===== config.mk =====
export PLATFORM = sky130hd
export DESIGN_NAME = dmars_core
export DESIGN_NICKNAME = d
export VERILOG_FILES = /design/src/core/dmars_pkg.sv /design/src/core/dmars_core.sv /design/src/core/dmars_reload.sv
export SDC_FILE = /design/constraint.sdc
export NUM_CORES = 1
export LEC_CHECK = 0
export BUFFER_PORTS_ARGS = -buffer_cell sky130_fd_sc_hd__clkbuf_2
export CAP_MARGIN = 15
export CORE_MARGIN = 2
export CORE_UTILIZATION = 50
export DETAILED_ROUTE_END_ITERATION = 10
export PLACE_DENSITY_LB_ADDON = 0.1
export SLEW_MARGIN = 20
export SYNTH_ARGS = -nofsm -noshare
export SYNTH_HDL_FRONTEND = slang
export SYNTH_HIERARCHICAL = 1
export SYNTH_SLANG_ARGS = --single-unit
export TNS_END_PERCENT = 100

===== constraint.sdc =====
create_clock -name clk_i -period 3.1 [get_ports clk_i]
set_clock_uncertainty 0.1 [all_clocks]
set_input_delay 0.31 -clock clk_i [delete_from_list [all_inputs] [get_ports clk_i]]
set_output_delay 0.31 -clock clk_i [all_outputs]
set_load 0.03 [all_outputs]

===== src/core/dmars_pkg.sv =====
/*
  Shared constants and types of the channel 2 request front end:
  register offsets, field positions, reset values and state codes.
  Assumes a 32-bit classic Wishbone register bus with byte addresses.
*/
package dmars_pkg;

  // Register byte offsets
  localparam logic [4:0] OFS_CTRL = 5'h00;
  localparam logic [4:0] OFS_STAT = 5'h04;
  localparam logic [4:0] OFS_SRC  = 5'h08;
  localparam logic [4:0] OFS_DST  = 5'h0c;
  localparam logic [4:0] OFS_CNT  = 5'h10;

  // Control register fields
  localparam int CTRL_ME     = 0;
  localparam int CTRL_CE     = 1;
  localparam int CTRL_EDGE   = 2;
  localparam int CTRL_BURST  = 3;
  localparam int CTRL_SINGLE = 4;
  localparam int CTRL_RELOAD = 5;
  localparam int CTRL_SIZE   = 6;
  localparam logic [7:0] CTRL_RST = 8'h00;

  // Status register fields
  localparam int STAT_TE    = 0;
  localparam int STAT_AE    = 1;
  localparam int STAT_NMIF  = 2;
  localparam int STAT_BUSY  = 3;
  localparam int STAT_PHASE = 4;

  // Transfer unit codes
  localparam logic [1:0] SIZE_BYTE = 2'h0;
  localparam logic [1:0] SIZE_HALF = 2'h1;
  localparam logic [1:0] SIZE_WORD = 2'h2;

  // Count register width and reset values
  localparam int CNT_W = 24;
  localparam logic [31:0] ADDR_RST = 32'h0000_0000;

  // Least states from a detected request to the bus cycle it starts
  localparam logic [1:0] REQ_LATENCY = 2'h3;
  localparam logic [1:0] LAT_PRE     = 2'h2;
  // Source address returns to its start value every this many units
  localparam int RELOAD_EVERY = 4;
  localparam logic [1:0] RELOAD_LAST = 2'(RELOAD_EVERY - 1);

  typedef enum logic [1:0] {
    ST_IDLE,
    ST_LAT,
    ST_DUMMY,
    ST_XFER
  } dmars_state_type;

endpackage


===== src/core/dmars_core.sv =====
/*
  External request front end of DMA channel 2: samples the request
  pin, paces bus cycles, inserts dummy cycles, drives the accept
  strobe and acknowledge, and keeps the reload counter.
  Assumes a synchronous request pin, wait counts from the bus state
  controller, and a classic Wishbone master for the registers.
*/
// The placing of the registers and the Wishbone slave port are this design's own decisions.
// Operation
// - bus cycle length from wait control settings
// - request detected by falling edge or low level
// - bus cycle starts three states after detection
// - burst single address begins with dummy cycle
// - dummy cycle: no acknowledge, no count change
// - resample from cycle before each transfer
// - undetected request is sampled every cycle
// - accept strobe once per first request sampling
// - cycle steal timing same for all options
// - acknowledge spans each single address transfer
// - level burst runs back to back while requested; here only if the next request was sampled three states before the unit ends
// - dummy cycle ignored when timing second sampling
// - new dummy only after burst was interrupted
// - edge burst samples once, runs whole count
// - dual edge burst resumes after accept strobe
// - single edge burst resumes with one dummy
// - reload source address every four units
// - reload works for byte, halfword, word
// - count drops by one per unit moved
// - halt events clear reload counter only
`timescale 1ns/100ps
module dmars_core #(
  parameter int AW = 32
) (
  // Clock and reset
  input  wire logic        clk_i,
  input  wire logic        rst_i,
  // Wishbone register slave
  input  wire logic        wb_cyc_i,
  input  wire logic        wb_stb_i,
  input  wire logic        wb_we_i,
  input  wire logic [4:0]  wb_adr_i,
  input  wire logic [3:0]  wb_sel_i,
  input  wire logic [31:0] wb_dat_i,
  output logic      [31:0] wb_dat_o,
  output logic             wb_ack_o,
  // Bus state controller wait settings and system events
  input  wire logic [3:0]  wait_control_one_i,
  input  wire logic [3:0]  wait_control_two_i,
  input  wire logic        nmi_i,
  input  wire logic        address_error_i,
  input  wire logic        standby_i,
  // Requester handshake
  input  wire logic        transfer_request_pin_n_i,
  output logic             request_accept_strobe_o,
  output logic             transfer_acknowledge_o,
  // Bus cycle view
  output logic             dma_cycle_o,
  output logic             dummy_cycle_o,
  output logic [AW-1:0]    src_addr_o,
  output logic [31:0]      dst_addr_o
);
  import dmars_pkg::*;

  typedef struct packed {
    dmars_state_type st;
    logic [7:0]       ctrl;
    logic             te;
    logic             ae;
    logic             nmif;
    logic [31:0]      dst;
    logic [CNT_W-1:0] cnt;
    logic [3:0]       wcnt;
    logic [1:0]       lat;
    logic [1:0]       plat;
    logic             pend;
    logic             samp_en;
    logic             cont;
    logic             req_prev;
    logic             accept;
    logic             wb_ack;
    logic [31:0]      wb_dat;
  } dmars_regs_type;

  dmars_regs_type s_r;
  dmars_regs_type s_nxt;

  logic [AW-1:0] src_addr;
  logic [AW-1:0] src_init;
  logic [AW-1:0] src_load;
  logic [1:0]    rl_phase;
  logic          src_wr;
  logic          step;
  logic          te_set;
  logic          rl_clear;
  logic          me;
  logic          ce;
  logic          edge_mode;
  logic          burst;
  logic          single;
  logic          edge_burst;
  logic          stop;
  logic          go;
  logic          detect;
  logic          sampled;
  logic          access;
  logic          wr;
  logic [3:0]    bus_states;
  logic [31:0]   ctrl_wr;
  logic [31:0]   cnt_wr;
  logic          last_unit;

  function automatic logic [31:0] merge(input logic [31:0] old_v,
                                        input logic [31:0] new_v,
                                        input logic [3:0]  sel);
    logic [31:0] res;
    res = old_v;
    for (int b = 0; b < 4; b++) begin
      if (sel[b])
        res[8*b +: 8] = new_v[8*b +: 8];
    end
    merge = res;
  endfunction

  assign me         = s_r.ctrl[CTRL_ME];
  assign ce         = s_r.ctrl[CTRL_CE];
  assign edge_mode  = s_r.ctrl[CTRL_EDGE];
  assign burst      = s_r.ctrl[CTRL_BURST];
  assign single     = s_r.ctrl[CTRL_SINGLE];
  assign edge_burst = edge_mode & burst;
  // Halt requests stop the channel after the unit in progress
  assign stop = s_r.ae | s_r.nmif | nmi_i | address_error_i | ~me | ~ce;
  assign go   = me & ce & ~s_r.ae & ~s_r.nmif & (s_r.cnt != '0);
  assign detect = edge_mode ? (s_r.req_prev & ~transfer_request_pin_n_i)
                            : ~transfer_request_pin_n_i;
  // No new request on the last state of the last unit or while a halt is pending
  assign last_unit = (s_r.st == ST_XFER) & (s_r.wcnt == 4'h0)
                   & (s_r.cnt == CNT_W'(1));
  assign sampled = s_r.samp_en & go & detect & ~stop & ~last_unit;
  // Zero wait setting still means a one-state cycle
  assign bus_states = single ? wait_control_two_i
                             : wait_control_one_i;
  assign access = wb_cyc_i & wb_stb_i & ~s_r.wb_ack;
  // Writes land on the edge at which the master sees ack high
  assign wr     = wb_cyc_i & wb_stb_i & wb_we_i & s_r.wb_ack;
  assign ctrl_wr = merge({24'h0, s_r.ctrl}, wb_dat_i, wb_sel_i);
  assign cnt_wr  = merge(32'(s_r.cnt), wb_dat_i, wb_sel_i);
  assign rl_clear = ~me | ~ce | te_set | nmi_i | address_error_i
                  | standby_i;

  always_comb begin
    s_nxt = s_r;
    step     = 1'b0;
    te_set   = 1'b0;
    src_wr   = 1'b0;
    src_load = src_init;
    s_nxt.accept   = 1'b0;
    s_nxt.req_prev = transfer_request_pin_n_i;
    s_nxt.wb_ack   = wb_cyc_i & wb_stb_i & ~s_r.wb_ack;
    if (s_r.lat != REQ_LATENCY)
      s_nxt.lat = s_r.lat + 2'h1;
    if (s_r.plat != REQ_LATENCY)
      s_nxt.plat = s_r.plat + 2'h1;

    // Register reads
    if (access) begin
      case (wb_adr_i)
        OFS_CTRL: s_nxt.wb_dat = {24'h0, s_r.ctrl};
        OFS_STAT: s_nxt.wb_dat = {26'h0, rl_phase,
                                  s_r.st != ST_IDLE,
                                  s_r.nmif, s_r.ae, s_r.te};
        OFS_SRC:  s_nxt.wb_dat = 32'(src_addr);
        OFS_DST:  s_nxt.wb_dat = s_r.dst;
        OFS_CNT:  s_nxt.wb_dat = 32'(s_r.cnt);
        default:  s_nxt.wb_dat = 32'h0;
      endcase
    end

    // Register writes
    if (wr) begin
      case (wb_adr_i)
        OFS_CTRL: s_nxt.ctrl = ctrl_wr[7:0];
        OFS_SRC: begin
          src_wr   = 1'b1;
          src_load = AW'(merge(32'(src_init), wb_dat_i, wb_sel_i));
        end
        OFS_DST:  s_nxt.dst = merge(s_r.dst, wb_dat_i, wb_sel_i);
        OFS_CNT:  s_nxt.cnt = cnt_wr[CNT_W-1:0];
        default: ;
      endcase
    end

    // Request sequencing
    case (s_r.st)
      ST_IDLE: begin
        s_nxt.cont    = 1'b0;
        s_nxt.pend    = 1'b0;
        s_nxt.samp_en = go;
      end
      ST_LAT: begin
        if (!go || stop) begin
          s_nxt.st      = ST_IDLE;
          s_nxt.samp_en = 1'b0;
        end else begin
          // Next sampling opens one cycle before the first bus cycle
          if (s_r.lat == LAT_PRE && !edge_burst && !s_r.pend)
            s_nxt.samp_en = 1'b1;
          if (s_r.lat == REQ_LATENCY) begin
            s_nxt.wcnt = bus_states - 4'h1;
            if (bus_states == 4'h0)
              s_nxt.wcnt = 4'h0;
            if (burst && single && !s_r.cont) begin
              s_nxt.st = ST_DUMMY;
            end else begin
              s_nxt.st      = ST_XFER;
              s_nxt.samp_en = s_r.samp_en | (~edge_burst & ~s_r.pend);
            end
          end
        end
      end
      ST_DUMMY: begin
        // Dummy cycle moves no data and leaves the count alone
        if (!me || !ce) begin
          s_nxt.st      = ST_IDLE;
          s_nxt.samp_en = 1'b0;
        end else if (s_r.wcnt != 4'h0) begin
          s_nxt.wcnt = s_r.wcnt - 4'h1;
        end else begin
          s_nxt.st      = ST_XFER;
          s_nxt.cont    = 1'b1;
          s_nxt.wcnt    = (bus_states == 4'h0) ? 4'h0
                                               : bus_states - 4'h1;
          s_nxt.samp_en = s_r.samp_en | (~edge_burst & ~s_r.pend);
        end
      end
      ST_XFER: begin
        if (s_r.wcnt != 4'h0) begin
          s_nxt.wcnt = s_r.wcnt - 4'h1;
        end else begin
          step      = 1'b1;
          s_nxt.cnt = s_r.cnt - CNT_W'(1);
          s_nxt.wcnt = (bus_states == 4'h0) ? 4'h0
                                            : bus_states - 4'h1;
          if (s_r.cnt == CNT_W'(1)) begin
            te_set        = 1'b1;
            s_nxt.st      = ST_IDLE;
            s_nxt.cont    = 1'b0;
            s_nxt.pend    = 1'b0;
            s_nxt.samp_en = 1'b0;
          end else if (stop) begin
            // Interrupted burst needs a fresh request and a new dummy
            s_nxt.st      = ST_IDLE;
            s_nxt.cont    = 1'b0;
            s_nxt.pend    = 1'b0;
            s_nxt.samp_en = 1'b0;
          end else if (edge_burst) begin
            s_nxt.st   = ST_XFER;
            s_nxt.cont = 1'b1;
          end else if (s_r.pend) begin
            s_nxt.pend = 1'b0;
            s_nxt.lat  = s_nxt.plat;
            if (burst && s_r.plat == REQ_LATENCY) begin
              s_nxt.st      = ST_XFER;
              s_nxt.cont    = 1'b1;
              s_nxt.samp_en = 1'b1;
            end else begin
              s_nxt.st   = ST_LAT;
              s_nxt.cont = burst;
            end
          end else begin
            s_nxt.st   = ST_IDLE;
            s_nxt.cont = 1'b0;
          end
        end
      end
      default: s_nxt.st = ST_IDLE;
    endcase

    // One accept pulse for each request found by sampling
    if (sampled) begin
      s_nxt.accept  = 1'b1;
      s_nxt.samp_en = 1'b0;
      if (s_r.st == ST_IDLE) begin
        s_nxt.st  = ST_LAT;
        s_nxt.lat = 2'h1;
        // Resumed single edge burst starts again with a dummy
        s_nxt.cont = 1'b0;
      end else if (s_nxt.st == ST_IDLE) begin
        // Request met on the last state of a unit starts the next one
        s_nxt.st   = ST_LAT;
        s_nxt.lat  = 2'h1;
        s_nxt.cont = burst;
      end else begin
        s_nxt.pend = 1'b1;
        s_nxt.plat = 2'h1;
      end
    end

    // Flags: a hardware set wins over a clear in the same cycle
    if (wr && wb_adr_i == OFS_STAT && wb_sel_i[0]) begin
      s_nxt.te   = s_r.te   & ~wb_dat_i[STAT_TE];
      s_nxt.ae   = s_r.ae   & ~wb_dat_i[STAT_AE];
      s_nxt.nmif = s_r.nmif & ~wb_dat_i[STAT_NMIF];
    end
    if (te_set)
      s_nxt.te = 1'b1;
    if (address_error_i)
      s_nxt.ae = 1'b1;
    if (nmi_i)
      s_nxt.nmif = 1'b1;
  end

  always_ff @(posedge clk_i) begin
    if (rst_i) begin
      s_r.st       <= ST_IDLE;
      s_r.ctrl     <= CTRL_RST;
      s_r.te       <= 1'b0;
      s_r.ae       <= 1'b0;
      s_r.nmif     <= 1'b0;
      s_r.dst      <= ADDR_RST;
      s_r.cnt      <= '0;
      s_r.wcnt     <= 4'h0;
      s_r.lat      <= 2'h0;
      s_r.plat     <= 2'h0;
      s_r.pend     <= 1'b0;
      s_r.samp_en  <= 1'b0;
      s_r.cont     <= 1'b0;
      s_r.req_prev <= 1'b1;
      s_r.accept   <= 1'b0;
      s_r.wb_ack   <= 1'b0;
      s_r.wb_dat   <= 32'h0;
    end else begin
      s_r <= s_nxt;
    end
  end

  dmars_reload #(
    .AW (AW)
  ) u_reload (
    .clk_i       (clk_i),
    .rst_i       (rst_i),
    .load_i      (src_wr),
    .load_data_i (src_load),
    .step_i      (step),
    .size_i      (s_r.ctrl[CTRL_SIZE +: 2]),
    .reload_on_i (s_r.ctrl[CTRL_RELOAD]),
    .clear_i     (rl_clear),
    .addr_o      (src_addr),
    .init_o      (src_init),
    .phase_o     (rl_phase)
  );

  assign wb_ack_o = s_r.wb_ack;
  assign wb_dat_o = s_r.wb_dat;
  assign request_accept_strobe_o = s_r.accept;
  assign transfer_acknowledge_o  = (s_r.st == ST_XFER) & single;
  assign dma_cycle_o   = (s_r.st == ST_XFER) | (s_r.st == ST_DUMMY);
  assign dummy_cycle_o = (s_r.st == ST_DUMMY);
  assign src_addr_o    = src_addr;
  assign dst_addr_o    = s_r.dst;

endmodule // dmars_core


===== src/core/dmars_reload.sv =====
/*
  Channel 2 source address with its four-unit reload counter.
  Assumes the caller pulses step_i once per real unit moved and
  holds clear_i during any event that must restart the counter.
*/
`timescale 1ns/100ps
module dmars_reload #(
  parameter int AW = 32
) (
  // Clock and reset
  input  wire logic          clk_i,
  input  wire logic          rst_i,
  // Software load of the start address
  input  wire logic          load_i,
  input  wire logic [AW-1:0] load_data_i,
  // Transfer progress
  input  wire logic          step_i,
  input  wire logic [1:0]    size_i,
  input  wire logic          reload_on_i,
  input  wire logic          clear_i,
  // Current state
  output logic      [AW-1:0] addr_o,
  output logic      [AW-1:0] init_o,
  output logic      [1:0]    phase_o
);
  import dmars_pkg::*;

  typedef struct packed {
    logic [AW-1:0] addr;
    logic [AW-1:0] init;
    logic [1:0]    phase;
  } dmars_rl_type;

  dmars_rl_type s_r;
  dmars_rl_type s_nxt;

  function automatic logic [AW-1:0] unit_bytes(input logic [1:0] sz);
    case (sz)
      SIZE_HALF: unit_bytes = AW'(2);
      SIZE_WORD: unit_bytes = AW'(4);
      default:   unit_bytes = AW'(1);
    endcase
  endfunction

  always_comb begin
    s_nxt = s_r;
    if (load_i) begin
      s_nxt.init  = load_data_i;
      s_nxt.addr  = load_data_i;
      s_nxt.phase = 2'h0;
    end else if (step_i) begin
      if (reload_on_i && s_r.phase == RELOAD_LAST) begin
        s_nxt.addr  = s_r.init;
        s_nxt.phase = 2'h0;
      end else begin
        s_nxt.addr = s_r.addr + unit_bytes(size_i);
        if (reload_on_i)
          s_nxt.phase = s_r.phase + 2'h1;
      end
    end
    if (clear_i)
      s_nxt.phase = 2'h0;
  end

  always_ff @(posedge clk_i) begin
    if (rst_i) begin
      s_r.addr  <= ADDR_RST;
      s_r.init  <= ADDR_RST;
      s_r.phase <= 2'h0;
    end else begin
      s_r <= s_nxt;
    end
  end

  assign addr_o  = s_r.addr;
  assign init_o  = s_r.init;
  assign phase_o = s_r.phase;

endmodule // dmars_reload


==> summary.txt, run 1 <==
Outcome
  – Status: finished, final reports clean

Synthesis
  – Synth Net Count: around 1,400
  – Ys flop type: dfxtp_1
  – Sequential share of the synthesized area: 34.3%
  – Asr flop ratio synth: 0%
  – Synth warnings: 6
  – Flops & latches, synth: around 180
  – Syn_area_per_cell: about 8 sq um
  – Distinct cells, synth: around 100
  – Cells after Synth: 1,283
  – Number of flops mapped to enable cells by yosys: 0
  – Mapped Area: roughly 0.011 sq mm

Critical path
  – Worst reg-to-reg setup slack: 0.24 ns
  – Worst Setup EP: u_reload/addr_o[28]
  – Critical path arrival: 3.06 ns
  – Crit-path max cell delay: approximately 0.70 ns
  – Startpoint Class: flop
  – Crit-path leading delay family: compound AO/OA/AOI/OAI gates
  – CP Launch Point: s_r[111]
  – Critical path peak fanout: 12
  – Critical path cell sequence: inv_1 > ha_1 > ha_1 > fa_1 > a21oi_1 > or4b_4 > o31a_2 > o21ai_0 > a21oi_1
  – Worst reg-to-reg path cell count: 9
  – CP Capture Type: flop
  – Slowest cell on crit path: or4b_4
  – Worst R2R End: u_reload/addr_o[28]
  – Worst Path Required: approximately 3.3 ns
  – Critical Path Stages: 9
  – Critical path class: flop to flop
  – R2R Path Start: s_r[111]
  – Bufs and invs on worst path: 1

STA
  – Final worst path period need: between 2 and 3 ns
  – Final period utilization: between 90% and 100%
  – Final setup TNS: 0 ns
  – Max Freq: around 0.35 GHz
  – Final setup fails: 0
  – Max-slew violation count: 0
  – Slew headroom: approximately 43%
  – Slew @ Worst Pin: between 0.8 and 0.9 ns
  – Hold Fails Final Rpt: 0
  – Unrepaired setup endpoints after global routing: false

Die
  – Core Area: 0.0209 sq mm
  – Die footprint: around 0.022 sq mm
  – Io pins: approximately 160
  – Row cnt: between 50 and 60
  – Die W: 149 um
  – Starting Density: a little over 50%
  – Die Height: around 150 um

Finish
  – Share of cells above drive strength 1: 21.5%
  – Antenna cells: 0
  – Synth-to-Final Area Change: 11.3%
  – Nets: approximately 1,400

CTS
  – H-tree levels: 4
  – Clk buf depth: 2
  – Root Buffer: clkbuf_16
  – Clk_lat worst skew: between 0.4 and 0.5 ns
  – CTS Sinks: between 150 and 200
  – CTS tree: built
  – Num CTS Buffers: 17
  – Clk slew on worst S/H paths: around 0.080 ns
  – Post-CTS sizing: 0

Global routing
  – Initial antenna violation count: 0
  – GRT Util Overall: 28.3%
  – Largest net degree at the start of global routing: between 60 and 70
  – GRT Residual Overflow: 0
  – First-pass GRT wire length: 49,900 um
  – Via count of the first global-routing pass: ~9,100

Min path
  – Hold_sp: nmi_i
  – Worst Hold Class: input pin to flop

Place
  – DP Wirelength: 22,900 um
  – Input/output buffers: about 160
  – GPL Wtd Cong: 0.913

Drt
  – First DRT Iteration DRCs: about 950
  – WL final: 31,900 um
  – Wire length per cell: between 15 and 20 um
  – DR vias: 10,068
  – Via density: 6.12
  – Detail Route Antenna Nets: 0
  – DRC viols: 0
  – DR pass1 iterations: 6

Power and ir drop
  – Peak supply drop: about 0.34 mV
  – PwrDens: between 300 and 400 mW/mm^2
  – Lkg Pwr: 4.66 nW
  – Pwr Total: 4.67 mW

Job
  – Max Cap Violations: 0
-- flip-flops by register name, summed over array words and instances, names as in the netlist --
name and cells:
edge_mode 1, burst 1, wb_dat_o 32, request_accept_strobe_o 1, ce 1, u_reload/phase_o 2
wb_ack_o 1, u_reload/init_o 32, dst_addr_o 32, u_reload/addr_o 32, s_r 45, me 1
-- worst min path at each step --
stage	end	cells after the start
2_1_floorplan	s_r[34]	1
3_3_place_gp	s_r[104]	2
3_5_place_dp	s_r[104]	2
4_1_cts	s_r[103]	3
5_1_grt	dst_addr_o[26]	3
6_report	s_r[102]	3
-- power by group --
| group | total (mW) | internal, mW | switching, mW |
|---|---|---|---|
| Sequential | 2.34 | 2.33 | 0.00589 |
| Combinational | 0.190 | 0.0576 | 0.133 |
| Clock | 2.14 | 1.09 | 1.05 |
| Total | 4.67 | 3.48 | 1.19 |
-- repair_timing --
action,in CTS,in global routing
setup buffers,0,0
hold buffers,1,0
hold endpoints to repair,1,0
-- cell usage after synthesis (all sizes together), types with 11 or more instances --
| master | number | share of area [%] |
|---|---|---|
| o22ai | 18 | 1.2 |
| clkbuf | 59 | 2.3 |
| a222oi | 24 | 2.3 |
| o221ai | 15 | 1.3 |
| xnor2 | 11 | 0.91 |
| nor4 | 19 | 2.0 |
| mux2 | 37 | 3.9 |
| inv | 28 | 0.99 |
| o21ai | 53 | 2.5 |
| nor2 | 181 | 6.4 |
| nand3 | 52 | 2.6 |
| nand4 | 18 | 1.3 |
| mux2i | 53 | 5.0 |
| dfxtp | 181 | 34 |
| a22oi | 28 | 2.0 |
| a211oi | 14 | 1.3 |
| a31oi | 11 | 0.65 |
| and3 | 15 | 0.91 |
| nor3 | 24 | 1.3 |
| ha | 13 | 1.5 |
| buf | 80 | 5.5 |
| a21oi | 122 | 5.8 |
| nand2 | 103 | 3.8 |
-- per-layer routing --
metal,share of wire [%],wire length (um),track usage (%)
met5,0,0,0
met4,2.5,786,9.05
met3,7.2,2300,4.24
met2,43,13800,41.7
met1,47,15100,42.2
-- final cells by class --
type,instances,area [sq um]
Clock buffer,19,443
Clock inverter,13,128
Tap cell,275,344
Multi-Input combinational cell,934,6020
Fill cell,2039,9120
Sequential cell,181,3620
Inverter,28,105
Timing Repair Buffer,195,1100
-- worst min-delay path: stages --
cell and delay [ns]:
clkbuf_2 0.09, a21oi_1 0.04, nor2_1 0.08
-- placed cells by master (no fill, tap or decap), drive strengths merged, types with 6 or more instances in the layout --
| master | n |
|---|---|
| xor2 | 6 |
| nand3 | 52 |
| and3 | 15 |
| inv | 37 |
| a211oi | 14 |
| nor3b | 7 |
| and2 | 7 |
| o31ai | 6 |
| nor3 | 24 |
| and4 | 7 |
| nand2 | 103 |
| nand2b | 7 |
| a222oi | 24 |
| nor4 | 19 |
| clkbuf | 176 |
| buf | 37 |
| nand4 | 18 |
| o22ai | 18 |
| mux2 | 37 |
| a21o | 6 |
| dfxtp | 181 |
| ha | 13 |
| mux2i | 53 |
| o221ai | 15 |
| a21oi | 122 |
| a22oi | 28 |
| a221oi | 6 |
| o21ai | 53 |
| a31oi | 11 |
| xnor2 | 11 |
| nor2 | 181 |
-- through the flow --
stage	utilization, %	std cells	cell area, sq um	worst slack, ns	hold slack [ns]
after floorplan	-	1283	10600	0.390	0.317
after global placement	53.6	1612	11200	0.251	0.342
after detailed placement	53.6	1612	11200	0.221	0.349
after CTS	56.3	1645	11800	0.251	0.00495
after global routing	56.3	1645	11800	0.0253	0.0224
final	56.3	1645	11800	0.237	0.0122
-- cell families after synthesis --
group / Yosys count / share of synthesized area [%]
xor+xnor: 17 / 1.41
compound gates: 346 / 22.2
simple gates: 467 / 22.5
flops: 181 / 34.3
buf+inv: 168 / 8.89
fa+ha+maj: 14 / 1.73
mux: 90 / 8.96
Power figures use the tool's default switching activity.
==> inputs of run 2 (changes only) <==
--- a/config.mk
+++ b/config.mk
@@ -5,10 +5,11 @@
 export SDC_FILE = /design/constraint.sdc
 export NUM_CORES = 1
 export LEC_CHECK = 0
+export ABC_AREA = 1
 export BUFFER_PORTS_ARGS = -buffer_cell sky130_fd_sc_hd__clkbuf_2
 export CAP_MARGIN = 15
 export CORE_MARGIN = 2
-export CORE_UTILIZATION = 50
+export CORE_UTILIZATION = 55
 export DETAILED_ROUTE_END_ITERATION = 10
 export PLACE_DENSITY_LB_ADDON = 0.1
 export SLEW_MARGIN = 20
==> run 2 against run 1 <==
Against the previous run: setup slack better by 0.20 ns; cell area up 0.39%; critical path depth down 1; total power up 2.7%; global-route usage up 4.0 points.
==> summary.txt, run 2 <==
Outcome
  – Status: finished, final reports clean

Critical path
  – Bufs and invs on worst path: 1
  – Critical path class: flop to flop
  – Worst Path Required: 3.29 ns
  – Startpoint Class: flop
  – CP Capture Type: flop
  – CP dominant cell by count: nand2_1
  – Slowest cell on crit path: dfxtp_1
  – Critical path cell sequence: nand3_1 > nor4_4 > buf_12 > nand2_1 > mux2_2 > nand2_1 > a21boi_0 > a21oi_1
  – Crit-path max cell delay: approximately 0.43 ns
  – Critical path arrival: roughly 2.9 ns
  – Critical path peak fanout: 42
  – Crit-path leading delay family: simple AND/OR/NAND/NOR gates

Synthesis
  – Post-synth top area cell: dfxtp_1
  – Syn_area_per_cell: about 6.6 sq um
  – Synth warnings: 6
  – Synth Net Count: 1,686
  – Share of the synthesized area in the top cell type: ~34%
  – Sequential share of the synthesized area: between 30% and 40%
  – Number of flops mapped to enable cells by yosys: 0
  – Mapped Area: about 0.011 sq mm
  – Cells after Synth: roughly 1,600
  – Area contributors post-synth: dfxtp_1, nand2_1, a21oi_1
  – Ys flop type: dfxtp_1
  – Asr flop ratio synth: 0%
  – Distinct cells, synth: roughly 50
  – Flops & latches, synth: 181
  – Commonest cells in the netlist: nand2_1, dfxtp_1, a21oi_1
  – Most common cell in the netlist: nand2_1

Global routing
  – Largest net degree at the start of global routing: 61
  – GRT Util Overall: 32.3%
  – GRT Residual Overflow: 0
  – Initial antenna violation count: 0
  – First-pass GRT wire length: a little over 50,000 um
  – Via count of the first global-routing pass: 9,918

Power and ir drop
  – Sw frac: between 20% and 30%
  – Internal Power: roughly 3.6 mW
  – Sw power: 1.18 mW
  – Lkg Pwr: roughly 4.9 nW
  – Peak supply drop: between 0.3 and 0.4 mV
  – PwrDens: 406 mW/mm^2
  – Power share of the clock group: 45.4%
  – Seq pwr share: 49.0%
  – Combinational power share: around 5.6%

STA
  – Max Freq: 0.375 GHz
  – Final worst path period need: between 2 and 3 ns
  – Final setup TNS: 0 ns
  – Slack of the critical path: ~0.44 ns
  – Final period utilization: around 86%
  – Final setup fails: 0
  – Slew @ Worst Pin: about 0.75 ns
  – Max-slew violation count: 0
  – Hold Fails Final Rpt: 0
  – Unrepaired setup endpoints after global routing: false
  – Slew headroom: 50.1%

Finish
  – Biggest register: s_r
  – Synth-to-Final Area Change: 10.7%
  – Share of cells above drive strength 1: between 10% and 20%
  – Max FFs per register: 45
  – Nets: 1,754
  – Most frequent cells in the layout: nand2_1, dfxtp_1, a21oi_1
  – Antenna cells: 0
  – Number of fill cells in the layout: 1,861
  – Most common cell after layout, fill and taps aside: nand2_1

CTS
  – Clk slew on worst S/H paths: around 0.07 ns
  – CTS tree: built
  – Clk_lat worst skew: 0.43 ns
  – Clk buf depth: 2
  – Root Buffer: clkbuf_16
  – Num CTS Buffers: 17
  – CTS Sinks: about 180
  – H-tree levels: 4
  – Post-CTS setup buffers: 0

Drt
  – DR pass1 iterations: 6
  – Detail Route Antenna Nets: 0
  – WL final: approximately 33,000 um
  – Via density: 5.63
  – DRC viols: 0
  – First DRT Iteration DRCs: around 1,000
  – DR vias: roughly 11,000
  – Wire length per cell: 17.0 um

Die
  – Die W: about 140 um
  – Starting Density: 56.5%
  – Core Area: between 0.015 and 0.02 sq mm
  – Die Height: about 140 um
  – Die footprint: just over 0.02 sq mm
  – Io pins: roughly 160
  – Row cnt: 50

Place
  – Dpl ws: roughly 0.44 ns
  – DP Wirelength: ~25,000 um
  – GPL Wtd Cong: just over 0.9
  – Input/output buffers: roughly 160

Job
  – Max Cap Violations: 0

Min path
  – Worst Hold Class: input pin to flop
==> run 2: final timing paths <==
| check | start | to | slack, ns | cells past startpoint |
|---|---|---|---|---|
| min reg2reg | wb_dat_o[9] | wb_dat_o[9] | 0.36 | 2 |
| max reg2reg | wb_ack_o | u_reload/addr_o[10] | 0.44 | 8 |
| min | wb_dat_i[30] | dst_addr_o[30] | 0.01 | 3 |
| max | wb_ack_o | u_reload/addr_o[10] | 0.44 | 8 |
==> run 2: cell families (layout without fill, tap and decap cells) <==
group	count (synthesis)	count (layout)	synth area share [%]
buffers and inverters	304	384	13.3
muxes	9	9	0.926
DFF	181	181	33.9
and+or+nand+nor	658	658	26.3
adders and majority gates	14	14	1.71
AOI/OAI and AO/OA	439	439	23.1
xor gates and xnor gates	9	9	0.738
==> run 2: cell type report <==
class	count	area, sq um	share of cell area [%]
Multi-Input combinational cell	1129	5650	47.8
Sequential cell	181	3620	30.7
Clock buffer	18	429	3.63
Timing Repair Buffer	181	993	8.41
Inverter	172	646	5.46
Clock inverter	13	149	1.26
Tap cell	260	325	2.75
==> run 2: timing repair <==
| action | 4_1_cts | 5_1_grt |
|---|---|---|
| endpoints found under the hold margin | 1 | 0 |
| resized for setup | 0 | 0 |
| hold buffers | 1 | 0 |
==> run 2: stage by stage <==
step                std cells  util, %  cell area (sq um)  total power [mW]  hold slack [ns]
floorplan                1614        -              10700              2.55            0.307
global placement         1922     59.4              11200              2.67            0.351
detailed placement       1922     59.4              11200              2.67            0.354
CTS                      1954     62.5              11800              4.81          0.00660
global route             1954     62.5              11800              4.93           0.0235
finish                   1954     62.5              11800              4.80           0.0138
==> run 2: layer usage <==
layer	vias to the layer above	part of all wire [%]	track usage, %
met3	73	6.8	4.97
met4	0	3.5	13.4
met1	5038	42	40.9
met5	-	0	0
met2	471	47	55.0
li1	5428	-	-
==> run 2: worst min-delay path: stages <==
cell and delay, ns:
clkbuf_2 0.08, inv_1 0.06, a21oi_1 0.06
==> run 2: power by group through the flow <==
stage | Sequential, mW | Combinational (mW) | Clock [mW]
after floorplan | 2.40 | 0.151 | 0
after global placement | 2.40 | 0.263 | 0
after detailed placement | 2.40 | 0.265 | 0
after CTS | 2.35 | 0.267 | 2.20
after global routing | 2.35 | 0.295 | 2.29
final | 2.35 | 0.270 | 2.18
